## src/lae_pkg.sv

```systemverilog
// Constants shared by the line alarm status and enable register bank.
package lae_pkg;
  // Avalon word address: channel select in the high nibble, sub-address in the low nibble.
  localparam int ADDR_W = 8;
  localparam int SUB_W = 4;
  localparam int CH_LSB = 4;
  localparam int DATA_W = 32;
  localparam int NUM_CH = 8;
  localparam int NUM_SRC = 7;
  localparam int SYNC_STAGES = 2;
  // Register indices; the byte address is four times the index.
  localparam logic [3:0] SUB_STATUS = 4'h2;
  localparam logic [3:0] SUB_ENABLE = 4'h3;
  localparam logic [3:0] SUB_CHAN_IEN = 4'h4;
  localparam logic [3:0] SUB_IRQ_STAT = 4'h5;
  localparam logic [3:0] SUB_IRQ_MASK = 4'h6;
  localparam logic [3:0] SUB_MODE = 4'h7;
  // Status register fields.
  localparam int ST_RED = 7;
  localparam int ST_AIS = 6;
  localparam int ST_CAS = 5;
  localparam int ST_LOS = 4;
  localparam int ST_BPV = 3;
  localparam int ST_REDC = 2;
  localparam int ST_AISC = 1;
  localparam int ST_YEL = 0;
  localparam int NUM_FLAGS = 6;
  localparam int NUM_EN = 5;
  // Channel interrupt enable, interrupt status and mode fields.
  localparam int IEN_ALARM = 1;
  localparam int IRQ_ALARM = 0;
  localparam int IRQ_LOF = 1;
  localparam int MODE_E1 = 0;
  localparam logic [7:0] RST_BYTE = 8'h00;
  localparam logic [31:0] RD_UNMAPPED = 32'h00000000;
endpackage : lae_pkg

```

## src/lae_sync.sv

```systemverilog
// Two-stage synchroniser for a vector of independent levels.
`timescale 1ns/1ns
module lae_sync #(
  parameter int W = 1
) (
  input wire logic clk,
  input wire logic rst,
  input wire logic ce,
  input wire logic [W-1:0] d,
  output logic [W-1:0] q
);
  logic [W-1:0] meta;

  // The first stage feeds only the second stage.
  always_ff @(posedge clk) begin
    if (rst) begin
      meta <= '0;
      q <= '0;
    end else if (ce) begin
      meta <= d;
      q <= meta;
    end
  end
endmodule : lae_sync

```

## src/lae_flags.sv

```systemverilog
// Vector of sticky flags where a set in the same cycle beats a clear.
`timescale 1ns/1ns
module lae_flags #(
  parameter int W = 1
) (
  input wire logic clk,
  input wire logic rst,
  input wire logic ce,
  input wire logic [W-1:0] set,
  input wire logic [W-1:0] clr,
  output logic [W-1:0] q
);
  always_ff @(posedge clk) begin
    if (rst) begin
      q <= '0;
    end else if (ce) begin
      q <= (q & ~clr) | set;
    end
  end
endmodule : lae_flags

```

## src/lae_alarm_bank.sv

```systemverilog
// Per-channel receive alarm status and interrupt enable registers on Avalon-MM.
//
// Overview of operation
// - Status bit 7 shows the live red alarm state of the channel.
// - Status bit 6 shows the live AIS state of the channel.
// - In E1 mode status bit 5 latches a change of the CAS multiframe yellow alarm state.
// - Status bit 4 latches any change of the loss-of-signal state.
// - Status bit 3 latches any change of the bipolar violation state.
// - Status bit 2 latches any change of the red alarm state.
// - Status bit 1 latches any change of the AIS state.
// - Status bit 0 latches any change of the yellow alarm state.
// - Status sits at sub-address 0x02 and enable at 0x03 in the block chosen by the channel nibble.
// - Enable bits 4 to 0 are read/write enables for the five change flags, bits 7 to 5 read zero.
// - Enable bit 3 gates the bipolar violation change flag onto the interrupt.
// - A flag raises an interrupt on each event only while its enable bit is one.
// - With the red alarm change enable set, a loss-of-frame detection raises the frame loss interrupt.
// - All interrupts of this group are gated by bit 1 of the channel interrupt enable register.
//
// Chosen here: the Avalon-MM register port.
`timescale 1ns/1ns
module lae_alarm_bank #(
  parameter int CH = lae_pkg::NUM_CH
) (
  input wire logic clk,
  input wire logic rst,
  input wire logic ce,
  input wire logic [lae_pkg::ADDR_W-1:0] avs_address,
  input wire logic avs_read,
  input wire logic avs_write,
  input wire logic [lae_pkg::DATA_W-1:0] avs_writedata,
  input wire logic [3:0] avs_byteenable,
  output logic [lae_pkg::DATA_W-1:0] avs_readdata,
  output logic avs_waitrequest,
  input wire logic [CH-1:0] rx_red_alarm,
  input wire logic [CH-1:0] rx_ais,
  input wire logic [CH-1:0] rx_cas_mf_yellow,
  input wire logic [CH-1:0] rx_los,
  input wire logic [CH-1:0] rx_bpv,
  input wire logic [CH-1:0] rx_yellow,
  input wire logic [CH-1:0] rx_lof,
  output logic [CH-1:0] rx_frame_loss_irq,
  output logic irq
);
  //////////////////////////////////////////////////////////////////////////////
  // Alarm inputs come from the framer's receive clock and are synchronised.

  logic [lae_pkg::NUM_SRC*CH-1:0] raw;
  logic [lae_pkg::NUM_SRC*CH-1:0] syn;
  logic [CH-1:0] s_red;
  logic [CH-1:0] s_ais;
  logic [CH-1:0] s_cas;
  logic [CH-1:0] s_los;
  logic [CH-1:0] s_bpv;
  logic [CH-1:0] s_yel;
  logic [CH-1:0] s_lof;

  assign raw = {rx_lof, rx_yellow, rx_bpv, rx_los, rx_cas_mf_yellow, rx_ais, rx_red_alarm};
  assign {s_lof, s_yel, s_bpv, s_los, s_cas, s_ais, s_red} = syn;

  lae_sync #(
    .W(lae_pkg::NUM_SRC * CH)
  ) u_sync (
    .clk(clk),
    .rst(rst),
    .ce(ce),
    .d(raw),
    .q(syn)
  );

  //////////////////////////////////////////////////////////////////////////////
  // Avalon slave: with ce high every access waits exactly one cycle, then is accepted.

  logic ack;
  logic req;
  logic accept;
  logic rd_accept;
  logic wr_accept;
  logic [lae_pkg::SUB_W-1:0] sub;
  logic [lae_pkg::ADDR_W-lae_pkg::CH_LSB-1:0] chsel;
  logic [7:0] rd_byte;

  assign req = avs_read | avs_write;
  assign avs_waitrequest = req & ~ack;
  assign accept = req & ack & ce;
  assign rd_accept = accept & avs_read;
  assign wr_accept = accept & avs_write & avs_byteenable[0];
  assign sub = avs_address[lae_pkg::SUB_W-1:0];
  assign chsel = avs_address[lae_pkg::ADDR_W-1:lae_pkg::CH_LSB];

  always_ff @(posedge clk) begin
    if (rst) begin
      ack <= 1'b0;
    end else if (ce) begin
      ack <= req & ~ack;
    end
  end

  logic [7:0] stat_b [CH];
  logic [7:0] en_b [CH];
  logic [7:0] ien_b [CH];
  logic [7:0] istat_b [CH];
  logic [7:0] imask_b [CH];
  logic [7:0] mode_b [CH];
  logic [CH-1:0] pend;

  // Read data is captured in the waiting cycle, so the clear-on-read below can
  // clear exactly the flags that software is shown and lose no later event.
  always_comb begin
    rd_byte = lae_pkg::RST_BYTE;
    for (int c = 0; c < CH; c++) begin
      if (chsel == c[lae_pkg::ADDR_W-lae_pkg::CH_LSB-1:0]) begin
        case (sub)
          lae_pkg::SUB_STATUS: rd_byte = stat_b[c];
          lae_pkg::SUB_ENABLE: rd_byte = en_b[c];
          lae_pkg::SUB_CHAN_IEN: rd_byte = ien_b[c];
          lae_pkg::SUB_IRQ_STAT: rd_byte = istat_b[c];
          lae_pkg::SUB_IRQ_MASK: rd_byte = imask_b[c];
          lae_pkg::SUB_MODE: rd_byte = mode_b[c];
          default: rd_byte = lae_pkg::RST_BYTE;
        endcase
      end
    end
  end

  always_ff @(posedge clk) begin
    if (rst) begin
      avs_readdata <= lae_pkg::RD_UNMAPPED;
    end else if (ce && avs_read && !ack) begin
      avs_readdata <= {24'h000000, rd_byte};
    end
  end

  //////////////////////////////////////////////////////////////////////////////
  // Per-channel registers, change detection and interrupt sources.

  for (genvar c = 0; c < CH; c++) begin : g_ch
    logic hit;
    logic [lae_pkg::NUM_FLAGS-1:0] cur;
    logic [lae_pkg::NUM_FLAGS-1:0] prev;
    logic primed;
    logic [lae_pkg::NUM_FLAGS-1:0] chg;
    logic [lae_pkg::NUM_FLAGS-1:0] fset;
    logic [lae_pkg::NUM_FLAGS-1:0] fclr;
    logic [lae_pkg::NUM_FLAGS-1:0] flg;
    logic [lae_pkg::NUM_EN-1:0] en;
    logic ien;
    logic e1;
    logic [1:0] imask;
    logic [1:0] iset;
    logic [1:0] iclr;
    logic [1:0] istat;
    logic lof_prev;

    assign hit = (chsel == (lae_pkg::ADDR_W-lae_pkg::CH_LSB)'(c));
    assign cur = {s_cas[c], s_los[c], s_bpv[c], s_red[c], s_ais[c], s_yel[c]};

    // The first sample after reset only primes the history, but the synchroniser still reads zero then, so
    // a line that is already in alarm at reset is reported as a change once its level comes through.
    always_ff @(posedge clk) begin
      if (rst) begin
        prev <= '0;
        primed <= 1'b0;
        lof_prev <= 1'b0;
      end else if (ce) begin
        prev <= cur;
        primed <= 1'b1;
        lof_prev <= s_lof[c];
      end
    end

    assign chg = (cur ^ prev) & {lae_pkg::NUM_FLAGS{primed}};
    // The CAS multiframe flag only exists in E1 mode.
    assign fset = chg & {e1, {(lae_pkg::NUM_FLAGS-1){1'b1}}};
    assign fclr = (wr_accept && hit && sub == lae_pkg::SUB_STATUS) ? '1 :
                  (rd_accept && hit && sub == lae_pkg::SUB_STATUS) ?
                  avs_readdata[lae_pkg::NUM_FLAGS-1:0] : '0;

    lae_flags #(
      .W(lae_pkg::NUM_FLAGS)
    ) u_chg (
      .clk(clk),
      .rst(rst),
      .ce(ce),
      .set(fset),
      .clr(fclr),
      .q(flg)
    );

    always_ff @(posedge clk) begin
      if (rst) begin
        en <= '0;
      end else if (ce && wr_accept && hit && sub == lae_pkg::SUB_ENABLE) begin
        en <= avs_writedata[lae_pkg::NUM_EN-1:0];
      end
    end

    always_ff @(posedge clk) begin
      if (rst) begin
        ien <= 1'b0;
        imask <= '0;
        e1 <= 1'b0;
      end else if (ce && wr_accept && hit) begin
        if (sub == lae_pkg::SUB_CHAN_IEN) begin
          ien <= avs_writedata[lae_pkg::IEN_ALARM];
        end
        if (sub == lae_pkg::SUB_IRQ_MASK) begin
          imask <= avs_writedata[1:0];
        end
        if (sub == lae_pkg::SUB_MODE) begin
          e1 <= avs_writedata[lae_pkg::MODE_E1];
        end
      end
    end

    // Each enabled change raises the group event; bit 3 covers bipolar violations.
    assign iset[lae_pkg::IRQ_ALARM] = |(chg[lae_pkg::NUM_EN-1:0] & en);
    assign iset[lae_pkg::IRQ_LOF] = s_lof[c] & ~lof_prev & primed & en[lae_pkg::ST_REDC];
    assign iclr = (wr_accept && hit && sub == lae_pkg::SUB_IRQ_STAT) ? avs_writedata[1:0] : 2'b00;

    lae_flags #(
      .W(2)
    ) u_irq (
      .clk(clk),
      .rst(rst),
      .ce(ce),
      .set(iset),
      .clr(iclr),
      .q(istat)
    );

    // In T1 mode bit 5 shows the live yellow state instead of a change flag.
    assign stat_b[c] = {s_red[c], s_ais[c], e1 ? flg[lae_pkg::ST_CAS] : s_yel[c],
                        flg[lae_pkg::NUM_EN-1:0]};
    assign en_b[c] = {3'h0, en};
    assign ien_b[c] = {6'h00, ien, 1'b0};
    assign istat_b[c] = {6'h00, istat};
    assign imask_b[c] = {6'h00, imask};
    assign mode_b[c] = {7'h00, e1};
    assign pend[c] = ien & |(istat & imask);
    assign rx_frame_loss_irq[c] = ien & istat[lae_pkg::IRQ_LOF] & imask[lae_pkg::IRQ_LOF];
  end

  assign irq = |pend;

  logic rd0_stat;
  assign rd0_stat = rd_accept && chsel == '0 && sub == lae_pkg::SUB_STATUS;
endmodule : lae_alarm_bank

```

## config.mk

```make
export PLATFORM = sky130hd
export DESIGN_NAME = lae_alarm_bank
export DESIGN_NICKNAME = d
export VERILOG_FILES = /design/src/lae_pkg.sv /design/src/lae_sync.sv /design/src/lae_flags.sv /design/src/lae_alarm_bank.sv
export SDC_FILE = /design/constraint.sdc
export NUM_CORES = 1
export LEC_CHECK = 0
export BUFFER_PORTS_ARGS = -buffer_cell sky130_fd_sc_hd__buf_4
export CORE_ASPECT_RATIO = 1.1
export CORE_MARGIN = 5
export CORE_UTILIZATION = 27
export DETAILED_ROUTE_END_ITERATION = 12
export PLACE_DENSITY = 0.43
export SLEW_MARGIN = 20
export SYNTH_ARGS = -nofsm -noshare
export SYNTH_HDL_FRONTEND = slang
export SYNTH_HIERARCHICAL = 1
export SYNTH_SLANG_ARGS = --single-unit
```

## constraint.sdc

```tcl
create_clock -name clk -period 5.9 [get_ports clk]
set_clock_uncertainty 0.05 [all_clocks]
set_input_delay 0.885 -clock clk [delete_from_list [all_inputs] [get_ports clk]]
set_output_delay 0.885 -clock clk [all_outputs]
set_load 0.01 [all_outputs]
```

Word-level counts from Yosys, hierarchy flattened
Index checks and enable logic that the tools add are counted.
Widths: inputs -> output; s select.
{"block": "word_totals", "out_inout_bits": 42, "in_bits": 105, "reg_bits": 314}
{"block": "classes", "eq_ne": 13, "muxes": 48, "n_reduce_logical": 102, "n_bitwise": 152}
{"cell": "$pmux 8 s6", "count": 8}
{"cell": "$and 6x6->6", "count": 24}
{"cell": "$mux 6", "count": 16}
{"cell": "$mux 8", "count": 8}
{"cell": "$logic_and 1x1->1", "count": 59}
{"cell": "$and 1x1->1", "count": 54}
{"cell": "$not 6->6", "count": 8}
{"cell": "$or 6x6->6", "count": 8}
{"cell": "$reduce_and 2->1", "count": 24}
{"cell": "$xor 6x6->6", "count": 8}
{"cell": "$and 5x5->5", "count": 8}
{"cell": "$reduce_or 5->1", "count": 8}
{"cell": "$and 2x2->2", "count": 16}
{"cell": "$eq 4x3->1 const B", "count": 8}
{"cell": "$eq 4x2->1 const B", "count": 4}
{"cell": "$mux 2", "count": 8}
{"cell": "$not 2->2", "count": 8}
{"cell": "$or 2x2->2", "count": 8}
{"cell": "$reduce_or 2->1", "count": 8}
{"cell": "$not 1->1", "count": 9}
{"cell": "$mux 1", "count": 8}
{"cell": "$reduce_or 8->1", "count": 1}
{"cell": "$eq 4x1->1 const B", "count": 1}
{"cell": "$logic_not 4->1", "count": 1}
{"cell": "2 further kinds", "count": 2}

Longest topological paths before layout
{"block": "depth", "ltp_word": 11, "depth_mapped": 9, "depth_no_buf": 6}

Modules after synthesis
Netlist, hierarchy kept.
{"mod": "lae_alarm_bank", "area_per_inst_um2": 8730.9, "n_inst": 1, "cells_per_inst": 1036}
{"mod": "lae_sync", "area_per_inst_um2": 4040.1, "n_inst": 1, "cells_per_inst": 361}
{"mod": "lae_flags at g_ch[0].u_chg ...", "area_per_inst_um2": 244.0, "n_inst": 8, "cells_per_inst": 25}
{"mod": "lae_flags at g_ch[0].u_irq ...", "area_per_inst_um2": 81.3, "n_inst": 8, "cells_per_inst": 8}

Worst setup path before layout
Ideal clock, no wire load.
{"block": "synth_timing", "kind": "input to register", "from": "input avs_address[4] (netlist name)", "to": "register g_ch[0].u_chg.q[2]", "setup_slack_ps": 3284, "arrival_ps": 2450, "cell_stages": 9, "setup_ps": 116, "path_buffers": 3, "cell_sequence": "buf_6 > clkbuf_1 > nor4_1 > nand2_1 > clkbuf_1 > nor2_1 > a21o_1 > a21bo_2 > a21oi_1"}
{"block": "synth_via", "elab_chain_len": 8, "word_cells_on_any_way": 10}
{"element": "start, declared", "line_no": "lae_alarm_bank.sv:27", "source": "input wire logic [lae_pkg::ADDR_W-1:0] avs_address,"}
{"element": "$logic_not 4->1 (*)"}
{"element": "$logic_and 1x1->1 (2 in a row)"}
{"element": "$mux 6", "line_no": "lae_alarm_bank.sv:175", "source": "(rd_accept && hit && sub == lae_pkg::SUB_STATUS) ?"}
{"element": "$mux 6 (*)", "line_no": "lae_alarm_bank.sv:174", "source": "assign fclr = (wr_accept && hit && sub == lae_pkg::SUB_STATUS) ? '1 :"}
{"element": "via g_ch[0].fclr (one bit)", "line_no": "lae_alarm_bank.sv:143", "source": "logic [lae_pkg::NUM_FLAGS-1:0] fclr;"}
{"element": "$not 6->6 (*)", "line_no": "lae_flags.sv:17", "source": "q <= (q & ~clr) | set;"}
{"element": "$and 6x6->6 (*)", "line_no": "lae_flags.sv:17"}
{"element": "$or 6x6->6 (*)", "line_no": "lae_flags.sv:17"}
{"element": "end signal, assigned", "line_no": "lae_flags.sv:17"}
{"element": "end, declared", "line_no": "lae_flags.sv:11", "source": "output logic [W-1:0] q"}
Mark *: on every way through the listed nets, which the timed path passes. The rest lies on a longest branch.
A chain may end at the register's enable or synchronous reset.

Final worst setup path
{"block": "layout_timing", "from": "input ce", "to": "register g_ch[3].u_chg.q[5]"}
{"block": "layout_via", "elab_chain_len": 9, "word_cells_on_any_way": 13}
{"element": "start, declared", "line_no": "lae_alarm_bank.sv:26", "source": "input wire logic ce,"}
{"element": "$and 1x1->1 (*)", "line_no": "lae_alarm_bank.sv:84", "source": "assign accept = req & ack & ce;"}
{"element": "$and 1x1->1 (on tied branches)", "line_no": "lae_alarm_bank.sv:85, lae_alarm_bank.sv:86"}
{"element": "$logic_and 1x1->1 / $and 1x1->1 (equally long branches)", "line_no": "lae_alarm_bank.sv:175, lae_alarm_bank.sv:86"}
{"element": "$logic_and 1x1->1 (on tied branches)", "line_no": "lae_alarm_bank.sv:175, lae_alarm_bank.sv:174"}
{"element": "$mux 6 / $logic_and 1x1->1 (equally long branches)", "line_no": "lae_alarm_bank.sv:175, lae_alarm_bank.sv:174"}
{"element": "$mux 6 (*)", "line_no": "lae_alarm_bank.sv:174"}
{"element": "via g_ch[3].fclr (one bit)", "line_no": "lae_alarm_bank.sv:143"}
{"element": "$not 6->6 (*)", "line_no": "lae_flags.sv:17"}
{"element": "$and 6x6->6 (*)", "line_no": "lae_flags.sv:17"}
{"element": "$or 6x6->6 (*)", "line_no": "lae_flags.sv:17"}
{"element": "end signal, assigned", "line_no": "lae_flags.sv:17"}
{"element": "end, declared", "line_no": "lae_flags.sv:11"}
Marked as above.

==> impl_metrics.prom <==
# TYPE chip_impl_metric gauge
chip_impl_metric{name="synth_enable_flop_cells",unit=""} 0
chip_impl_metric{name="numPlacedInstances",unit=""} 2398
chip_impl_metric{name="critical_path.n_buffers_inverters",unit=""} 1
chip_impl_metric{name="wp_depth",unit=""} 7
chip_impl_info{name="cp_cell_sequence",value="buf_8 -> and4_1 -> nand3_1 -> nor2_1 -> a21o_1 -> a21bo_2 -> a21oi_1"} 1
chip_impl_metric{name="floorplan.die_area",unit="um^2"} 61800
chip_impl_metric{name="insertion_delay",unit="ns"} 0.53
chip_impl_metric{name="numPortBuffers",unit=""} 92
chip_impl_metric{name="power.total",unit="uW"} 4750
chip_impl_info{name="ys.flop_type",value="sky130_fd_sc_hd__dfxtp_1"} 1
chip_impl_info{name="layout_common_cells",value="sky130_fd_sc_hd__dfxtp_1, sky130_fd_sc_hd__nor2_1, sky130_fd_sc_hd__mux2i_1, sky130_fd_sc_hd__nand2_1, sky130_fd_sc_hd__buf_4"} 1
chip_impl_metric{name="sequentialPowerShare",unit="%"} 47.0
chip_impl_metric{name="detailed_place_hpwl",unit="um"} 35100
chip_impl_metric{name="start_util",unit="%"} 27.3
chip_impl_metric{name="layout_min_cycle_time",unit="ns"} 3.05
chip_impl_metric{name="die_h",unit="um"} 260
chip_impl_metric{name="grt_antenna_before_repair",unit=""} 0
chip_impl_info{name="setup_repair_after_global_routing_missed_its_margin",value="false"} 1
chip_impl_info{name="clockRootBuffer",value="sky130_fd_sc_hd__clkbuf_16"} 1
chip_impl_info{name="worstReg2RegEnd",value="g_ch[3].u_chg/q[5]"} 1
chip_impl_metric{name="final_min_period_over_clock_period",unit="%"} 51.6
chip_impl_metric{name="pwr-share-comb",unit="%"} 7.6
chip_impl_metric{name="syn-mean-instance-area",unit="um^2"} 9.26
chip_impl_info{name="setup.worst_path.class",value="in2reg"} 1
chip_impl_metric{name="yosysSeqAreaShare",unit="%"} 40.9
chip_impl_metric{name="slew_headroom",unit="%"} 29.4
chip_impl_metric{name="post_layout_nonfiller_instances",unit=""} 2458
chip_impl_metric{name="grt_overflow_total",unit=""} 0
chip_impl_metric{name="p_int",unit="uW"} 3550
chip_impl_info{name="min-delay-path-class",value="reg2reg"} 1
chip_impl_info{name="cts_tree",value="yes"} 1
chip_impl_metric{name="synth-async-reset-ratio",unit="%"} 0
chip_impl_metric{name="worst-r2r-cell-count",unit=""} 6
chip_impl_metric{name="post_drt_wl_per_cell",unit="um"} 20.3
chip_impl_metric{name="clk_pin_slew_worst_paths",unit="ns"} 0.06
chip_impl_metric{name="vias_in_the_first_global_route",unit=""} 11900
chip_impl_metric{name="drt-pass1-iter-count",unit=""} 5
chip_impl_metric{name="die_x",unit="um"} 238
chip_impl_metric{name="detailed_route_iter0_violations",unit=""} 799
chip_impl_info{name="layout_commonest_cell",value="sky130_fd_sc_hd__dfxtp_1"} 1
chip_impl_metric{name="grt_util_met3",unit="%"} 2.40
chip_impl_metric{name="critPathRequiredTime",unit="ns"} 6.21
chip_impl_info{name="endpoint",value="g_ch[3].u_chg/q[5]"} 1
chip_impl_metric{name="area_growth",unit="%"} 13.2
chip_impl_metric{name="gpl.final_weighted_congestion",unit=""} 0.862
chip_impl_metric{name="hold_viol_final",unit=""} 0
chip_impl_metric{name="ctsHtreeMaxLevel",unit=""} 2
chip_impl_info{name="crit_path_top_delay_cell",value="sky130_fd_sc_hd__and4_1"} 1
chip_impl_metric{name="grt_first_pass_wirelength",unit="um"} 76500
chip_impl_info{name="worst_setup_path_startpoint",value="ce"} 1
chip_impl_metric{name="maxClockFrequency",unit="MHz"} 328
chip_impl_metric{name="finalInstanceArea",unit="um^2"} 17400
chip_impl_info{name="crit_path_max_delay_family",value="simple AND/OR/NAND/NOR gates"} 1
chip_impl_metric{name="cts_setup_buffers",unit=""} 0
chip_impl_metric{name="via_count",unit=""} 12000
chip_impl_metric{name="power.share.switching",unit="%"} 25.2
chip_impl_metric{name="power.net_switching",unit="uW"} 1200
chip_impl_metric{name="drive_above_1_share",unit="%"} 12.3
chip_impl_metric{name="n_fill_cell",unit=""} 5962
chip_impl_metric{name="yosys.area.top_type_share",unit="%"} 40.9
chip_impl_metric{name="dpl_cell_area",unit="um^2"} 16300
chip_impl_info{name="post-synth-top-area-cell",value="sky130_fd_sc_hd__dfxtp_1"} 1
chip_impl_info{name="cp-start-kind",value="primary input"} 1
chip_impl_info{name="critical_path.endpoint_type",value="flop"} 1
chip_impl_metric{name="yosys.cell_types.count",unit=""} 69
chip_impl_metric{name="grt.total_usage",unit="%"} 15.8
chip_impl_metric{name="fp-row-count",unit=""} 91
chip_impl_metric{name="postRouteAntennaNets",unit=""} 0
chip_impl_metric{name="holdBufCountCts",unit=""} 0
chip_impl_metric{name="cts_sinks",unit=""} 314
chip_impl_metric{name="grt_use_met2",unit="%"} 24.0
chip_impl_metric{name="use_met1",unit="%"} 23.2
chip_impl_metric{name="finalHoldWorstSlack",unit="ns"} 0.439
chip_impl_metric{name="critPathMaxFanout",unit=""} 62
chip_impl_metric{name="synth-seq-cells",unit=""} 314
chip_impl_metric{name="maxSlewViolCount",unit=""} 0
chip_impl_metric{name="pwr-share-clk",unit="%"} 45.4
chip_impl_metric{name="drv.max_cap_violation_count",unit=""} 0
chip_impl_metric{name="num_io_pins",unit=""} 147
chip_impl_info{name="synth_top_cells_by_area",value="sky130_fd_sc_hd__dfxtp_1, sky130_fd_sc_hd__mux2i_1, sky130_fd_sc_hd__nor2_1, sky130_fd_sc_hd__a21bo_1, sky130_fd_sc_hd__a21oi_1"} 1
chip_impl_metric{name="detail_route.drc_violations",unit=""} 0
chip_impl_metric{name="critical_path.max_stage_delay",unit="ns"} 0.62
chip_impl_metric{name="synth_area",unit="um^2"} 15400
chip_impl_metric{name="grt_max_degree",unit=""} 93
chip_impl_metric{name="n_antenna_cell",unit=""} 0
chip_impl_metric{name="fp.coreArea",unit="um^2"} 56200
chip_impl_metric{name="powerDensity",unit="nW/um^2"} 273
chip_impl_metric{name="tightest_slew",unit="ns"} 1.06
chip_impl_info{name="run_status",value="complete, no violations"} 1
chip_impl_metric{name="register_to_register_setup_slack",unit="ns"} 3.21
chip_impl_metric{name="finalSetupTns",unit="ns"} 0
chip_impl_metric{name="ys_warn_count",unit=""} 6
chip_impl_info{name="rr_startpoint",value="ack"} 1
chip_impl_metric{name="clockBufferDepth",unit=""} 3
chip_impl_metric{name="vias_per_cell",unit=""} 4.90
chip_impl_metric{name="finalNetCount",unit=""} 1797
chip_impl_metric{name="drt_wl_total",unit="um"} 50000
chip_impl_info{name="grt_busiest_layer",value="met2"} 1
chip_impl_metric{name="cts_resized",unit=""} 0
chip_impl_metric{name="ir_worst_vdd",unit="mV"} 0.159
chip_impl_metric{name="cts_made_buffers",unit=""} 36
chip_impl_metric{name="cells_after_synth",unit=""} 1661
chip_impl_metric{name="leakage",unit="uW"} 0.00737
chip_impl_metric{name="arrival",unit="ns"} 3.36
chip_impl_metric{name="report.final.setup_viol",unit=""} 0
[sequential cells by signal, indices dropped and copies added, names as in the netlist]
| signal | cells |
|---|---|
| g_ch.ien | 8 |
| avs_readdata | 8 |
| g_ch.u_irq/q | 16 |
| g_ch.e1 | 8 |
| g_ch.prev | 48 |
| u_sync/q | 56 |
| g_ch.en | 40 |
| ack | 1 |
| g_ch.lof_prev | 8 |
| g_ch.u_chg/q | 48 |
| g_ch.primed | 1 |
| u_sync/meta | 56 |
| g_ch.imask | 16 |
[synth_stat cells (24+ instances only)]
master	number
sky130_fd_sc_hd__dfxtp_1	314
sky130_fd_sc_hd__nor2_1	303
sky130_fd_sc_hd__mux2i_1	256
sky130_fd_sc_hd__nand2_1	113
sky130_fd_sc_hd__a21oi_1	88
sky130_fd_sc_hd__clkbuf_1	55
sky130_fd_sc_hd__a21bo_1	48
sky130_fd_sc_hd__a21o_1	48
sky130_fd_sc_hd__xor2_1	48
sky130_fd_sc_hd__and2_1	41
sky130_fd_sc_hd__buf_4	31
sky130_fd_sc_hd__a22oi_1	29
sky130_fd_sc_hd__o21ai_1	24
[how the worst min path moves through the flow]
stage	to	slack (ns)	startpoint	cells past startpoint
2_1_floorplan	g_ch[0].lof_prev	0.40	g_ch[0].lof_prev	2
3_3_place_gp	g_ch[0].lof_prev	0.42	g_ch[0].lof_prev	2
3_5_place_dp	g_ch[0].lof_prev	0.43	g_ch[0].lof_prev	2
4_1_cts	g_ch[0].lof_prev	0.44	g_ch[0].lof_prev	2
5_1_grt	g_ch[0].lof_prev	0.46	g_ch[0].lof_prev	2
6_report	g_ch[0].lof_prev	0.44	g_ch[0].lof_prev	2
[power groups by stage]
stage | clock network (uW) | registers (uW) | logic, uW
after floorplan | 0 | 2240 | 271
after detailed placement | 0 | 2280 | 361
after global placement | 0 | 2280 | 359
after global routing | 2310 | 2240 | 392
after CTS | 2220 | 2230 | 362
final | 2160 | 2230 | 360
[worst min-delay path, stage by stage, from the launching register on]
cell and delay [ns]:
sky130_fd_sc_hd__dfxtp_1 0.32, sky130_fd_sc_hd__mux2i_1 0.06, sky130_fd_sc_hd__nor2_1 0.07
[area by class of cell]
type | count | area (um^2) | area share [%]
clock buffers | 50 | 1010 | 5.82
multi-input cells | 1233 | 8280 | 47.6
repair buffers | 103 | 788 | 4.53
inverters | 4 | 15.0 | 0.0863
well taps | 744 | 931 | 5.35
flip-flops and latches | 314 | 6290 | 36.1
clock inverters | 10 | 90.1 | 0.518
[stage by stage]
| step | utilization [%] | setup WS [ns] |
|---|---|---|
| after global placement | 29.0 | 2.30 |
| after CTS | 30.9 | 2.89 |
| after detailed placement | 29.0 | 2.31 |
| final | 30.9 | 2.85 |
| after floorplan | - | 3.28 |
| after global routing | 30.9 | 2.65 |
[routing by layer]
metal,part of all wire (%),vias to the layer above
li1,-,5818
met1,50,5821
met2,43,340
met3,4.7,65
met4,2.9,0
met5,0,-
[kinds of logic (layout without fill, tap and decap cells)]
family,after synthesis,in the layout,synth area share [%]
other cells,1,24,0.0244
compound gates,320,320,15.0
buf+inv,137,167,5.81
flops,314,314,40.9
simple gates,566,566,17.2
xor+xnor,49,49,2.79
mux,274,274,18.3
No activity file was read; power rests on OpenSTA's default activity.
